$ cat src/fan_health_pkg.sv
// Shared constants and types for the fan health and domain state block.
package fan_health_pkg;
    localparam int unsigned NUM_FANS       = 8;
    localparam int unsigned NUM_DOMAINS    = 4;
    localparam int unsigned NUM_GROUPS     = 2;
    localparam int unsigned NUM_PSU        = 2;
    localparam int unsigned NUM_TEMPS      = 8;
    localparam int unsigned NUM_MARGINS    = 4;
    localparam int unsigned COUNT_W        = 16;
    localparam int unsigned DUTY_W         = 8;
    localparam int unsigned MARGIN_W       = 8;

    localparam int unsigned CLOCK_MHZ      = 250;
    localparam int unsigned WINDOW_US      = 1000;
    localparam int unsigned WINDOW_CYCLES  = WINDOW_US * CLOCK_MHZ;
    localparam int unsigned GATE_MS        = 100;
    localparam int unsigned GATE_CYCLES    = GATE_MS * 1000 * CLOCK_MHZ;
    localparam int unsigned POLL_US        = 10000;
    localparam int unsigned POLL_CYCLES    = POLL_US * CLOCK_MHZ;

    localparam logic [COUNT_W-1:0] COUNT_RESET = 16'h0000;
    localparam logic [DUTY_W-1:0]  DUTY_OFF    = 8'h00;

    typedef enum logic [1:0] {
        DOM_SLEEP,
        DOM_NOMINAL,
        DOM_BOOST
    } domain_state_t;
endpackage

$ cat src/fan_tach_counter.sv
// Counts tachometer pulses of one fan over a fixed sampling window.
module fan_tach_counter (
    // Clock and reset.
    input  wire logic                                  clock,
    input  wire logic                                  resetn,
    // Synchronised tach level and window strobe.
    input  wire logic                                  tach,
    input  wire logic                                  window_end,
    // Count of the window just closed.
    output logic [fan_health_pkg::COUNT_W-1:0]         count,
    output logic                                       count_valid
);
    logic                                  tach_last_reg,  tach_last_next;
    logic [fan_health_pkg::COUNT_W-1:0]    acc_reg,        acc_next;
    logic [fan_health_pkg::COUNT_W-1:0]    count_reg,      count_next;
    logic                                  valid_reg,      valid_next;

    always_comb begin
        tach_last_next = tach;
        acc_next       = acc_reg;
        count_next     = count_reg;
        valid_next     = 1'b0;
        if (tach && !tach_last_reg && acc_reg != '1) begin
            acc_next = acc_reg + 16'h0001;
        end
        if (window_end) begin
            count_next = acc_next;
            acc_next   = fan_health_pkg::COUNT_RESET;
            valid_next = 1'b1;
        end
    end

    always_ff @(posedge clock or negedge resetn) begin
        if (!resetn) begin
            tach_last_reg <= 1'b0;
            acc_reg       <= fan_health_pkg::COUNT_RESET;
            count_reg     <= fan_health_pkg::COUNT_RESET;
            valid_reg     <= 1'b0;
        end else begin
            tach_last_reg <= tach_last_next;
            acc_reg       <= acc_next;
            count_reg     <= count_next;
            valid_reg     <= valid_next;
        end
    end

    assign count       = count_reg;
    assign count_valid = valid_reg;
endmodule

$ cat src/psu_fan_monitor.sv
// Latches power-supply fan failures reported by the PMBus poller.
module psu_fan_monitor (
    // Clock and reset.
    input  wire logic                                  clock,
    input  wire logic                                  resetn,
    // Re-arm sources.
    input  wire logic                                  system_rearm,
    input  wire logic [fan_health_pkg::NUM_PSU-1:0]    psu_present,
    // Poll answers.
    input  wire logic                                  status_valid,
    input  wire logic [fan_health_pkg::NUM_PSU-1:0]    status_fail,
    // Latched state and events.
    output logic [fan_health_pkg::NUM_PSU-1:0]         degraded,
    output logic [fan_health_pkg::NUM_PSU-1:0]         assert_event,
    output logic [fan_health_pkg::NUM_PSU-1:0]         deassert_event
);
    logic [fan_health_pkg::NUM_PSU-1:0] deg_reg,     deg_next;
    logic [fan_health_pkg::NUM_PSU-1:0] armed_reg,   armed_next;
    logic [fan_health_pkg::NUM_PSU-1:0] pres_reg,    pres_next;
    logic [fan_health_pkg::NUM_PSU-1:0] asev_reg,    asev_next;
    logic [fan_health_pkg::NUM_PSU-1:0] dsev_reg,    dsev_next;

    always_comb begin
        deg_next   = deg_reg;
        armed_next = armed_reg;
        pres_next  = psu_present;
        asev_next  = '0;
        dsev_next  = '0;
        for (int i = 0; i < fan_health_pkg::NUM_PSU; i++) begin
            // A removed and replaced supply re-arms its sensor.
            if (system_rearm || (psu_present[i] && !pres_reg[i])) begin
                armed_next[i] = 1'b1;
            end
            if (status_valid && psu_present[i]) begin
                if (status_fail[i] && !deg_reg[i]) begin
                    deg_next[i]   = 1'b1;
                    asev_next[i]  = 1'b1;
                end else if (!status_fail[i] && deg_reg[i] && armed_next[i]) begin
                    deg_next[i]   = 1'b0;
                    dsev_next[i]  = 1'b1;
                end
                armed_next[i] = 1'b0;
            end
        end
    end

    always_ff @(posedge clock or negedge resetn) begin
        if (!resetn) begin
            deg_reg   <= '0;
            armed_reg <= '1;
            pres_reg  <= '0;
            asev_reg  <= '0;
            dsev_reg  <= '0;
        end else begin
            deg_reg   <= deg_next;
            armed_reg <= armed_next;
            pres_reg  <= pres_next;
            asev_reg  <= asev_next;
            dsev_reg  <= dsev_next;
        end
    end

    assign degraded       = deg_reg;
    assign assert_event   = asev_reg;
    assign deassert_event = dsev_reg;
endmodule

$ cat src/fan_health_and_domain_state.sv
// Fan failure latching, presence, redundancy, fans-off and per-domain state selection.
module fan_health_and_domain_state #(
    parameter int unsigned WINDOW_CYCLES = fan_health_pkg::WINDOW_CYCLES,
    parameter int unsigned GATE_CYCLES   = fan_health_pkg::GATE_CYCLES,
    parameter int unsigned POLL_CYCLES   = fan_health_pkg::POLL_CYCLES
) (
    // Clock and reset.
    input  wire logic                                                    clock,
    input  wire logic                                                    resetn,
    // Fan pins.
    input  wire logic [fan_health_pkg::NUM_FANS-1:0]                     fan_tach,
    input  wire logic [fan_health_pkg::NUM_FANS-1:0]                     fan_present_n,
    // Fan configuration.
    input  wire logic [fan_health_pkg::NUM_FANS-1:0]                     fan_hot_swap,
    input  wire logic [fan_health_pkg::NUM_FANS*fan_health_pkg::COUNT_W-1:0] fan_lower_critical,
    input  wire logic [fan_health_pkg::NUM_DOMAINS*fan_health_pkg::NUM_FANS-1:0] domain_fan_map,
    input  wire logic [fan_health_pkg::NUM_DOMAINS*fan_health_pkg::NUM_TEMPS-1:0] domain_temp_map,
    input  wire logic [fan_health_pkg::NUM_GROUPS*fan_health_pkg::NUM_FANS-1:0] group_fan_map,
    input  wire logic [fan_health_pkg::NUM_GROUPS*4-1:0]                 group_min_healthy,
    // Domain speed configuration.
    input  wire logic [fan_health_pkg::NUM_DOMAINS*fan_health_pkg::DUTY_W-1:0] domain_boost_duty,
    input  wire logic [fan_health_pkg::NUM_DOMAINS*fan_health_pkg::DUTY_W-1:0] domain_sleep_duty,
    input  wire logic [fan_health_pkg::NUM_DOMAINS-1:0]                  domain_sleep_req,
    input  wire logic [fan_health_pkg::NUM_DOMAINS*fan_health_pkg::DUTY_W-1:0] domain_nominal_duty,
    // System status.
    input  wire logic                                                    system_rearm,
    input  wire logic                                                    main_power_on,
    input  wire logic                                                    fw_update_mode,
    input  wire logic                                                    fw_corrupted,
    input  wire logic [fan_health_pkg::NUM_TEMPS-1:0]                    temp_critical,
    // Fans-off control.
    input  wire logic                                                    fans_off_enable_set,
    input  wire logic                                                    fans_off_enable_clear,
    input  wire logic [fan_health_pkg::NUM_MARGINS*fan_health_pkg::MARGIN_W-1:0] margin_reading,
    input  wire logic [fan_health_pkg::MARGIN_W-1:0]                     margin_threshold,
    // Power supply poll.
    input  wire logic [fan_health_pkg::NUM_PSU-1:0]                      psu_present,
    input  wire logic                                                    psu_status_valid,
    input  wire logic [fan_health_pkg::NUM_PSU-1:0]                      psu_status_fail,
    output logic                                                         psu_poll_req,
    // Fan sensor state.
    output logic [fan_health_pkg::NUM_FANS*fan_health_pkg::COUNT_W-1:0]  fan_reading,
    output logic [fan_health_pkg::NUM_FANS-1:0]                          fan_reading_unavailable,
    output logic [fan_health_pkg::NUM_FANS-1:0]                          fan_failed,
    output logic [fan_health_pkg::NUM_FANS-1:0]                          fan_fail_assert_event,
    output logic [fan_health_pkg::NUM_FANS-1:0]                          fan_fail_deassert_event,
    output logic [fan_health_pkg::NUM_FANS-1:0]                          fan_presence_event,
    // Redundancy sensors.
    output logic [fan_health_pkg::NUM_GROUPS-1:0]                        group_redundant,
    output logic [fan_health_pkg::NUM_GROUPS-1:0]                        redundancy_lost_event,
    output logic [fan_health_pkg::NUM_GROUPS-1:0]                        redundancy_regained_event,
    // Supply fan sensors.
    output logic [fan_health_pkg::NUM_PSU-1:0]                           psu_fan_degraded,
    output logic [fan_health_pkg::NUM_PSU-1:0]                           psu_fan_assert_event,
    output logic [fan_health_pkg::NUM_PSU-1:0]                           psu_fan_deassert_event,
    // Domain outputs.
    output logic                                                         fans_off_enabled,
    output logic                                                         fans_off_active,
    output logic [fan_health_pkg::NUM_DOMAINS*2-1:0]                     domain_state,
    output logic [fan_health_pkg::NUM_DOMAINS*fan_health_pkg::DUTY_W-1:0] domain_duty
);
    localparam int unsigned NF = fan_health_pkg::NUM_FANS;
    localparam int unsigned ND = fan_health_pkg::NUM_DOMAINS;
    localparam int unsigned NG = fan_health_pkg::NUM_GROUPS;
    localparam int unsigned CW = fan_health_pkg::COUNT_W;
    localparam int unsigned DW = fan_health_pkg::DUTY_W;
    // Counts the members of a mask that are set.
    function automatic logic [3:0] ones(input logic [NF-1:0] v);
        logic [3:0] n;
        n = 4'h0;
        for (int i = 0; i < NF; i++) begin
            n = n + {3'h0, v[i]};
        end
        return n;
    endfunction
    // Pin synchronisers; settle_reg tells when the presence pair holds real pin levels.
    logic [NF-1:0] tach_s1_reg, tach_s2_reg, pres_s1_reg, pres_s2_reg;
    logic [1:0]    settle_reg;
    always_ff @(posedge clock or negedge resetn) begin
        if (!resetn) begin
            tach_s1_reg <= '0;
            tach_s2_reg <= '0;
            pres_s1_reg <= '0;
            pres_s2_reg <= '0;
            settle_reg  <= 2'h0;
        end else begin
            tach_s1_reg <= fan_tach;
            tach_s2_reg <= tach_s1_reg;
            pres_s1_reg <= ~fan_present_n;
            pres_s2_reg <= pres_s1_reg;
            settle_reg  <= {settle_reg[0], 1'b1};
        end
    end
    // Window and supply poll timers.
    logic [31:0] win_cnt_reg,  win_cnt_next;
    logic [31:0] poll_cnt_reg, poll_cnt_next;
    logic        win_end_reg,  win_end_next;
    logic        poll_reg,     poll_next;
    always_comb begin
        win_end_next  = (win_cnt_reg == 32'(WINDOW_CYCLES - 1));
        win_cnt_next  = win_end_next ? 32'h0000_0000 : win_cnt_reg + 32'h0000_0001;
        poll_next     = (poll_cnt_reg == 32'(POLL_CYCLES - 1));
        poll_cnt_next = poll_next ? 32'h0000_0000 : poll_cnt_reg + 32'h0000_0001;
    end
    always_ff @(posedge clock or negedge resetn) begin
        if (!resetn) begin
            win_cnt_reg  <= '0;
            poll_cnt_reg <= '0;
            win_end_reg  <= 1'b0;
            poll_reg     <= 1'b0;
        end else begin
            win_cnt_reg  <= win_cnt_next;
            poll_cnt_reg <= poll_cnt_next;
            win_end_reg  <= win_end_next;
            poll_reg     <= poll_next;
        end
    end

    // Per-fan tach counting.
    logic [NF*CW-1:0] count_w;
    logic [NF-1:0]    count_valid_w;
    for (genvar g = 0; g < NF; g++) begin : g_tach
        fan_tach_counter u_cnt (
            .clock       (clock),
            .resetn      (resetn),
            .tach        (tach_s2_reg[g]),
            .window_end  (win_end_reg),
            .count       (count_w[g*CW +: CW]),
            .count_valid (count_valid_w[g])
        );
    end
    // Fans-off mode.
    logic       fo_en_reg,  fo_en_next;
    logic       fo_act_reg, fo_act_next;
    always_comb begin
        // A set in the same cycle as a clear wins.
        fo_en_next = fans_off_enable_set || (fo_en_reg && !fans_off_enable_clear);
        fo_act_next = 1'b0;
        for (int m = 0; m < fan_health_pkg::NUM_MARGINS; m++) begin
            if (margin_reading[m*fan_health_pkg::MARGIN_W +: fan_health_pkg::MARGIN_W] < margin_threshold) begin
                fo_act_next = fo_en_reg;
            end
        end
    end
    // Fan sensors: readings, latched failures, presence.
    logic [NF*CW-1:0] rd_reg,    rd_next;
    logic [NF-1:0]    unav_reg,  unav_next;
    logic [NF-1:0]    fail_reg,  fail_next;
    logic [NF-1:0]    armed_reg, armed_next;
    logic [NF-1:0]    pres_reg,  pres_next;
    logic [NF-1:0]    pres_ok_reg, pres_ok_next;
    logic [NF-1:0]    fa_reg, fa_next, fd_reg, fd_next, pe_reg, pe_next;
    logic [NF-1:0]    miss_reg,  miss_next;
    logic [NF*32-1:0] low_cnt_reg, low_cnt_next;
    always_comb begin
        rd_next      = rd_reg;
        unav_next    = unav_reg;
        fail_next    = fail_reg;
        armed_next   = armed_reg;
        pres_next    = pres_s2_reg;
        pres_ok_next = pres_ok_reg | {NF{main_power_on && settle_reg[1]}};
        fa_next      = '0;
        fd_next      = '0;
        pe_next      = '0;
        miss_next    = miss_reg;
        low_cnt_next = low_cnt_reg;
        for (int f = 0; f < NF; f++) begin
            armed_next[f] = armed_reg[f] || system_rearm;
            if (pres_s2_reg[f] != pres_reg[f] && fan_hot_swap[f]) begin
                armed_next[f] = 1'b1;
                pe_next[f]    = pres_ok_reg[f];
            end
            // Removal is not seen while the fans are stopped, nor before the pins have settled.
            if (!fo_act_reg && settle_reg[1]) begin
                miss_next[f] = fan_hot_swap[f] && !pres_s2_reg[f];
            end
            if (fo_act_reg || miss_next[f]) begin
                unav_next[f] = 1'b1;
            end else if (count_valid_w[f]) begin
                unav_next[f] = 1'b0;
                rd_next[f*CW +: CW] = count_w[f*CW +: CW];
                if (count_w[f*CW +: CW] < fan_lower_critical[f*CW +: CW]) begin
                    // Only a slow reading that outlasts the gated-power outage is a failure.
                    low_cnt_next[f*32 +: 32] = low_cnt_reg[f*32 +: 32] + 32'(WINDOW_CYCLES);
                    if (low_cnt_next[f*32 +: 32] > 32'(GATE_CYCLES) && !fail_reg[f]) begin
                        fail_next[f] = 1'b1;
                        fa_next[f]   = 1'b1;
                    end
                end else begin
                    low_cnt_next[f*32 +: 32] = '0;
                    if (fail_reg[f] && armed_next[f]) begin
                        fail_next[f] = 1'b0;
                        fd_next[f]   = 1'b1;
                    end
                end
                armed_next[f] = 1'b0;
            end
        end
    end
    always_ff @(posedge clock or negedge resetn) begin
        if (!resetn) begin
            fo_en_reg   <= 1'b0;
            fo_act_reg  <= 1'b0;
            rd_reg      <= '0;
            unav_reg    <= '1;
            fail_reg    <= '0;
            armed_reg   <= '1;
            pres_reg    <= '0;
            pres_ok_reg <= '0;
            fa_reg      <= '0;
            fd_reg      <= '0;
            pe_reg      <= '0;
            miss_reg    <= '0;
            low_cnt_reg <= '0;
        end else begin
            fo_en_reg   <= fo_en_next;
            fo_act_reg  <= fo_act_next;
            rd_reg      <= rd_next;
            unav_reg    <= unav_next;
            fail_reg    <= fail_next;
            armed_reg   <= armed_next;
            pres_reg    <= pres_next;
            pres_ok_reg <= pres_ok_next;
            fa_reg      <= fa_next;
            fd_reg      <= fd_next;
            pe_reg      <= pe_next;
            miss_reg    <= miss_next;
            low_cnt_reg <= low_cnt_next;
        end
    end
    // Redundancy sensors and domain state.
    logic [NG-1:0]    red_reg, red_next, rl_reg, rl_next, rg_reg, rg_next;
    logic [ND*2-1:0]  st_reg,  st_next;
    logic [ND*DW-1:0] duty_reg, duty_next;
    logic [NF-1:0]    bad;
    fan_health_pkg::domain_state_t st;
    always_comb begin
        bad       = fail_reg | miss_reg;
        red_next  = red_reg;
        rl_next   = '0;
        rg_next   = '0;
        st_next   = st_reg;
        duty_next = duty_reg;
        st        = fan_health_pkg::DOM_NOMINAL;
        for (int r = 0; r < NG; r++) begin
            red_next[r] = ones(group_fan_map[r*NF +: NF] & ~bad) >= group_min_healthy[r*4 +: 4];
            rl_next[r]  = red_reg[r] && !red_next[r];
            rg_next[r]  = !red_reg[r] && red_next[r];
        end
        for (int d = 0; d < ND; d++) begin
            if (fw_update_mode || fw_corrupted
                || |(domain_fan_map[d*NF +: NF] & bad)
                || |(domain_temp_map[d*fan_health_pkg::NUM_TEMPS +: fan_health_pkg::NUM_TEMPS] & temp_critical)) begin
                st = fan_health_pkg::DOM_BOOST;
                duty_next[d*DW +: DW] = domain_boost_duty[d*DW +: DW];
            end else if (fo_act_reg) begin
                st = fan_health_pkg::DOM_NOMINAL;
                duty_next[d*DW +: DW] = fan_health_pkg::DUTY_OFF;
            end else if (domain_sleep_req[d]) begin
                st = fan_health_pkg::DOM_SLEEP;
                duty_next[d*DW +: DW] = domain_sleep_duty[d*DW +: DW];
            end else begin
                st = fan_health_pkg::DOM_NOMINAL;
                duty_next[d*DW +: DW] = domain_nominal_duty[d*DW +: DW];
            end
            st_next[d*2 +: 2] = st;
        end
    end
    always_ff @(posedge clock or negedge resetn) begin
        if (!resetn) begin
            red_reg  <= '1;
            rl_reg   <= '0;
            rg_reg   <= '0;
            st_reg   <= '0;
            duty_reg <= '0;
        end else begin
            red_reg  <= red_next;
            rl_reg   <= rl_next;
            rg_reg   <= rg_next;
            st_reg   <= st_next;
            duty_reg <= duty_next;
        end
    end
    psu_fan_monitor u_psu (
        .clock          (clock),
        .resetn         (resetn),
        .system_rearm   (system_rearm),
        .psu_present    (psu_present),
        .status_valid   (psu_status_valid),
        .status_fail    (psu_status_fail),
        .degraded       (psu_fan_degraded),
        .assert_event   (psu_fan_assert_event),
        .deassert_event (psu_fan_deassert_event)
    );

    assign psu_poll_req              = poll_reg;
    assign fan_reading               = rd_reg;
    assign fan_reading_unavailable   = unav_reg;
    assign fan_failed                = fail_reg;
    assign fan_fail_assert_event     = fa_reg;
    assign fan_fail_deassert_event   = fd_reg;
    assign fan_presence_event        = pe_reg;
    assign group_redundant           = red_reg;
    assign redundancy_lost_event     = rl_reg;
    assign redundancy_regained_event = rg_reg;
    assign fans_off_enabled          = fo_en_reg;
    assign fans_off_active           = fo_act_reg;
    assign domain_state              = st_reg;
    assign domain_duty               = duty_reg;
endmodule

$ cat config.mk
export PLATFORM = sky130hd
export DESIGN_NAME = fan_health_and_domain_state
export DESIGN_NICKNAME = d
export VERILOG_FILES = /design/src/fan_health_pkg.sv /design/src/fan_tach_counter.sv /design/src/psu_fan_monitor.sv /design/src/fan_health_and_domain_state.sv
export SDC_FILE = /design/constraint.sdc
export NUM_CORES = 2
export LEC_CHECK = 0
export BUFFER_PORTS_ARGS = -buffer_cell sky130_fd_sc_hd__buf_2
export CORE_UTILIZATION = 45
export CTS_BUF_LIST = sky130_fd_sc_hd__clkbuf_16
export DETAILED_ROUTE_END_ITERATION = 10
export PLACE_DENSITY = 0.73
export SYNTH_ARGS = -nofsm -noshare
export SYNTH_HDL_FRONTEND = slang
export SYNTH_HIERARCHICAL = 1
export SYNTH_SLANG_ARGS = --single-unit
$ cat constraint.sdc
create_clock -name clock -period 5 [get_ports clock]
set_input_delay 0.25 -clock clock [delete_from_list [all_inputs] [get_ports clock]]
set_output_delay 0.25 -clock clock [all_outputs]
set_load 0.02 [all_outputs]
==> results.json <==
{
  "crit_path_start_kind": "flip-flop",
  "wire_per_inst_um": 19.7,
  "hold_viol": 0,
  "drive_above_1_share_pct": 17.1,
  "synth_warnings": 6,
  "status": "completed",
  "initialDrtViolationCount": 3575,
  "maxSlewViolCount": 0,
  "synth-seq-cells": 854,
  "critPathSlowestCell": "dfrtp_1",
  "crit_path_start": "fan_failed[0]$_DFFE_PN0P_",
  "vdd_drop_max_uv": 268,
  "skew_ns": 0.0308,
  "post_cts_buffers": 0,
  "cts_htree_levels": 3,
  "viasPerCell": 5.84,
  "tightest_slew_ns": 1.27,
  "cts_buffers": 94,
  "hp-class": "primary input to flip-flop",
  "grt_pass1_vias": 39800,
  "synthCells": 5160,
  "cp_common_cell": "fa_1",
  "area_growth_pct": 17.2,
  "slowest_delay_ns": 0.66,
  "num_vias": 42300,
  "grt_pass1_wl_um": 223000,
  "synth_cell_types": 118,
  "postSynthAreaPerCell_um2": 9.18,
  "io_pins": 624,
  "end_kind": "flip-flop",
  "slew-limit-headroom_pct": 14.6,
  "gr-usage-all-layers_pct": 26.0,
  "initial_utilization_pct": 45.6,
  "cts_root_buf": "clkbuf_16",
  "layout_min_cycle_time_ns": 4.32,
  "syn-num-nets": 5749,
  "drt-total-wl_um": 143000,
  "ant_nets": 0,
  "fp.dieH_um": 327,
  "synth_top_cell_by_area": "dfrtp_1",
  "seq_power_share_pct": 47.2,
  "path_class": "flip-flop to flip-flop",
  "grt_max_degree": 132,
  "seq_area_frac_synth_pct": 45.1,
  "final_area_mm2": 0.0555,
  "antenna_found_initial": 34,
  "nets": 6358,
  "gp_congestion": 0.947,
  "worstPathRequired_ns": 5.59,
  "switchingPower_mw": 3.93,
  "synth_top_area_share_pct": 44.0,
  "insertion_delay_ns": 0.67,
  "port_buffers": 623,
  "maxCapViolations": 0,
  "row_count": 118,
  "die_area_mm2": 0.107,
  "r2r_start": "fan_failed[0]$_DFFE_PN0P_",
  "hp-start": "domain_sleep_req[2]",
  "p_clk_share_pct": 45.0,
  "swShare_pct": 25.2,
  "synth_area_leaders": "dfrtp_1 44%, nand2_1 5.8%, ha_1 4.8%",
  "path_clk_slew_ns": 0.06,
  "netlist_area_mm2": 0.0474,
  "grt_overflow": 0,
  "period_share_pct": 86.4,
  "power.density_mw_per_mm2": 281,
  "async_flop_share_pct": 100,
  "post-dp-hpwl_um": 104000,
  "final-setup-viol-count": 0,
  "fmax_mhz": 231,
  "p_total_mw": 15.6,
  "worstPathArrival_ns": 4.91,
  "setup_tns_ns": 0,
  "die_w_um": 327,
  "cts_buffer_depth": 3,
  "p_int_mw": 11.7,
  "cts_tree": "done",
  "synth_edf_count": 0,
  "p_leak_nw": 26.4,
  "core-area_mm2": 0.104,
  "rsz0062_at_grt": "no",
  "critPathMaxFanout": 9,
  "largest_reg_flops": 224,
  "p_comb_share_pct": 7.8,
  "cts_sinks": 854,
  "drc": 0,
  "place_area_mm2": 0.0514,
  "crit_path_cell_trace": "nor3b_1 > fa_1 > inv_1 > fa_1 > fa_1 > inv_1 > ha_1 > fa_1 > ha_1 > a21o_1 > a21o_1 > a21oi_1 > and2_1",
  "nFillCells": 9333,
  "cts_resized": 0,
  "ys.flop_type": "dfrtp_1",
  "firstDrtPassIters": 6
}
cell usage in the layout (no fill, tap or decap), types with 40 or more instances in the layout:
master         count
nor2_1           301
xor2_1            47
and3_1            92
a31oi_1          140
nand3_1          198
buf_2            622
o31ai_1          105
o21ai_1           51
xnor2_1           81
and2_1            40
o22ai_1           53
nand2_1          728
ha_1             180
a211oi_1          45
and4_1            46
o21ai_0          291
a21o_1            76
buf_4             44
nor3_1           109
nand2b_1          77
or3_1             71
nand4_1          122
dlygate4sd3_1     97
clkbuf_16         97
nor4_1            64
inv_1            289
a21oi_1          245
mux2i_1           78
dfrtp_1          832
path summary, 6_finish.rpt:
kind	endpoint	slack (ns)	cells past startpoint
setup / recovery	redundancy_lost_event[0]$_DFF_PN0_	0.68	13
hold / removal	domain_state[4]$_DFF_PN0_	0.07	2
setup reg to reg	redundancy_lost_event[0]$_DFF_PN0_	0.68	13
hold reg to reg	pres_next[2]$_DFF_PN0_	0.34	0
max in group asynchronous	g_tach[6].u_cnt/count[2]$_DFFE_PN0P_	3.43	3
min in group asynchronous	fan_reading[57]$_DFFE_PN0P_	0.19	2
per-layer routing:
layer	track usage [%]	vias up	wire length, um
li1	-	20000	-
met4	9.87	18	4780
met3	5.29	278	10200
met1	35.5	20600	62400
met2	40.8	1424	65200
met5	0	-	129
critical path, delay by kind of cell, from the launching register on:
family / cells / cell delay [ns]
adder cells (fa/ha/maj): 6 / 2.60
AO/OA/AOI/OAI: 3 / 0.55
buffers and inverters: 2 / 0.11
flip-flops: 1 / 0.66
AND/OR/NAND/NOR: 2 / 0.31
per-stage QoR:
stage / utilization, % / hold slack, ns / cells / setup WS (ns)
global placement: 49.5 / 0.330 / 6956 / 0.783
global route: 53.4 / 0.0235 / 7241 / 0.466
floorplan: - / -0.0456 / 5160 / 0.907
detailed placement: 49.5 / 0.329 / 6956 / 0.653
CTS: 53.4 / 0.000442 / 7229 / 0.632
finish: 53.4 / 0.0709 / 7248 / 0.679
power groups by stage:
| stage | Combinational [mW] | Sequential [mW] | Clock [mW] |
|---|---|---|---|
| finish | 1.22 | 7.35 | 7.02 |
| global route | 1.36 | 7.38 | 7.47 |
| CTS | 1.22 | 7.34 | 7.19 |
| detailed placement | 1.16 | 7.47 | 0 |
| global placement | 1.13 | 7.46 | 0 |
| floorplan | 0.541 | 7.44 | 0 |
cell usage after synthesis, drive strengths merged, types with 77 or more instances:
library cell  instances
a21o                 77
nand2b               78
and3                 99
o31ai               106
xnor2                81
dfrtp               834
clkbuf              210
a31oi               144
mux2i                78
nand2               731
nand3               206
nor3                113
o21ai               344
ha                  180
a21oi               247
nor2                301
nand4               129
inv                 270
kinds of logic after synthesis:
group	Yosys count	synth area share [%]
simple gates	2051	21.9
xor+xnor	128	2.37
fa+ha+maj	188	5.09
mux	103	2.25
compound gates	1306	18.2
other cells	1	0.00791
buf+inv	529	5.00
flops	854	45.1
area by class of cell:
cell class	count	area [um2]	area share, %
inverters	271	1020	1.83
clock inverters	79	679	1.22
flip-flops and latches	854	21400	38.5
multi-input cells	3777	23700	42.6
well taps	1380	1730	3.11
clock buffers	97	2430	4.37
repair buffers	771	4570	8.23
diodes	19	47.5	0.0856
repair_timing:
| action | CTS | global route |
|---|---|---|
| endpoints found under the setup margin | 0 | 0 |
| hold endpoints to repair | 149 | 0 |
| hold buffers | 97 | 0 |
Power figures use the tool's default switching activity.
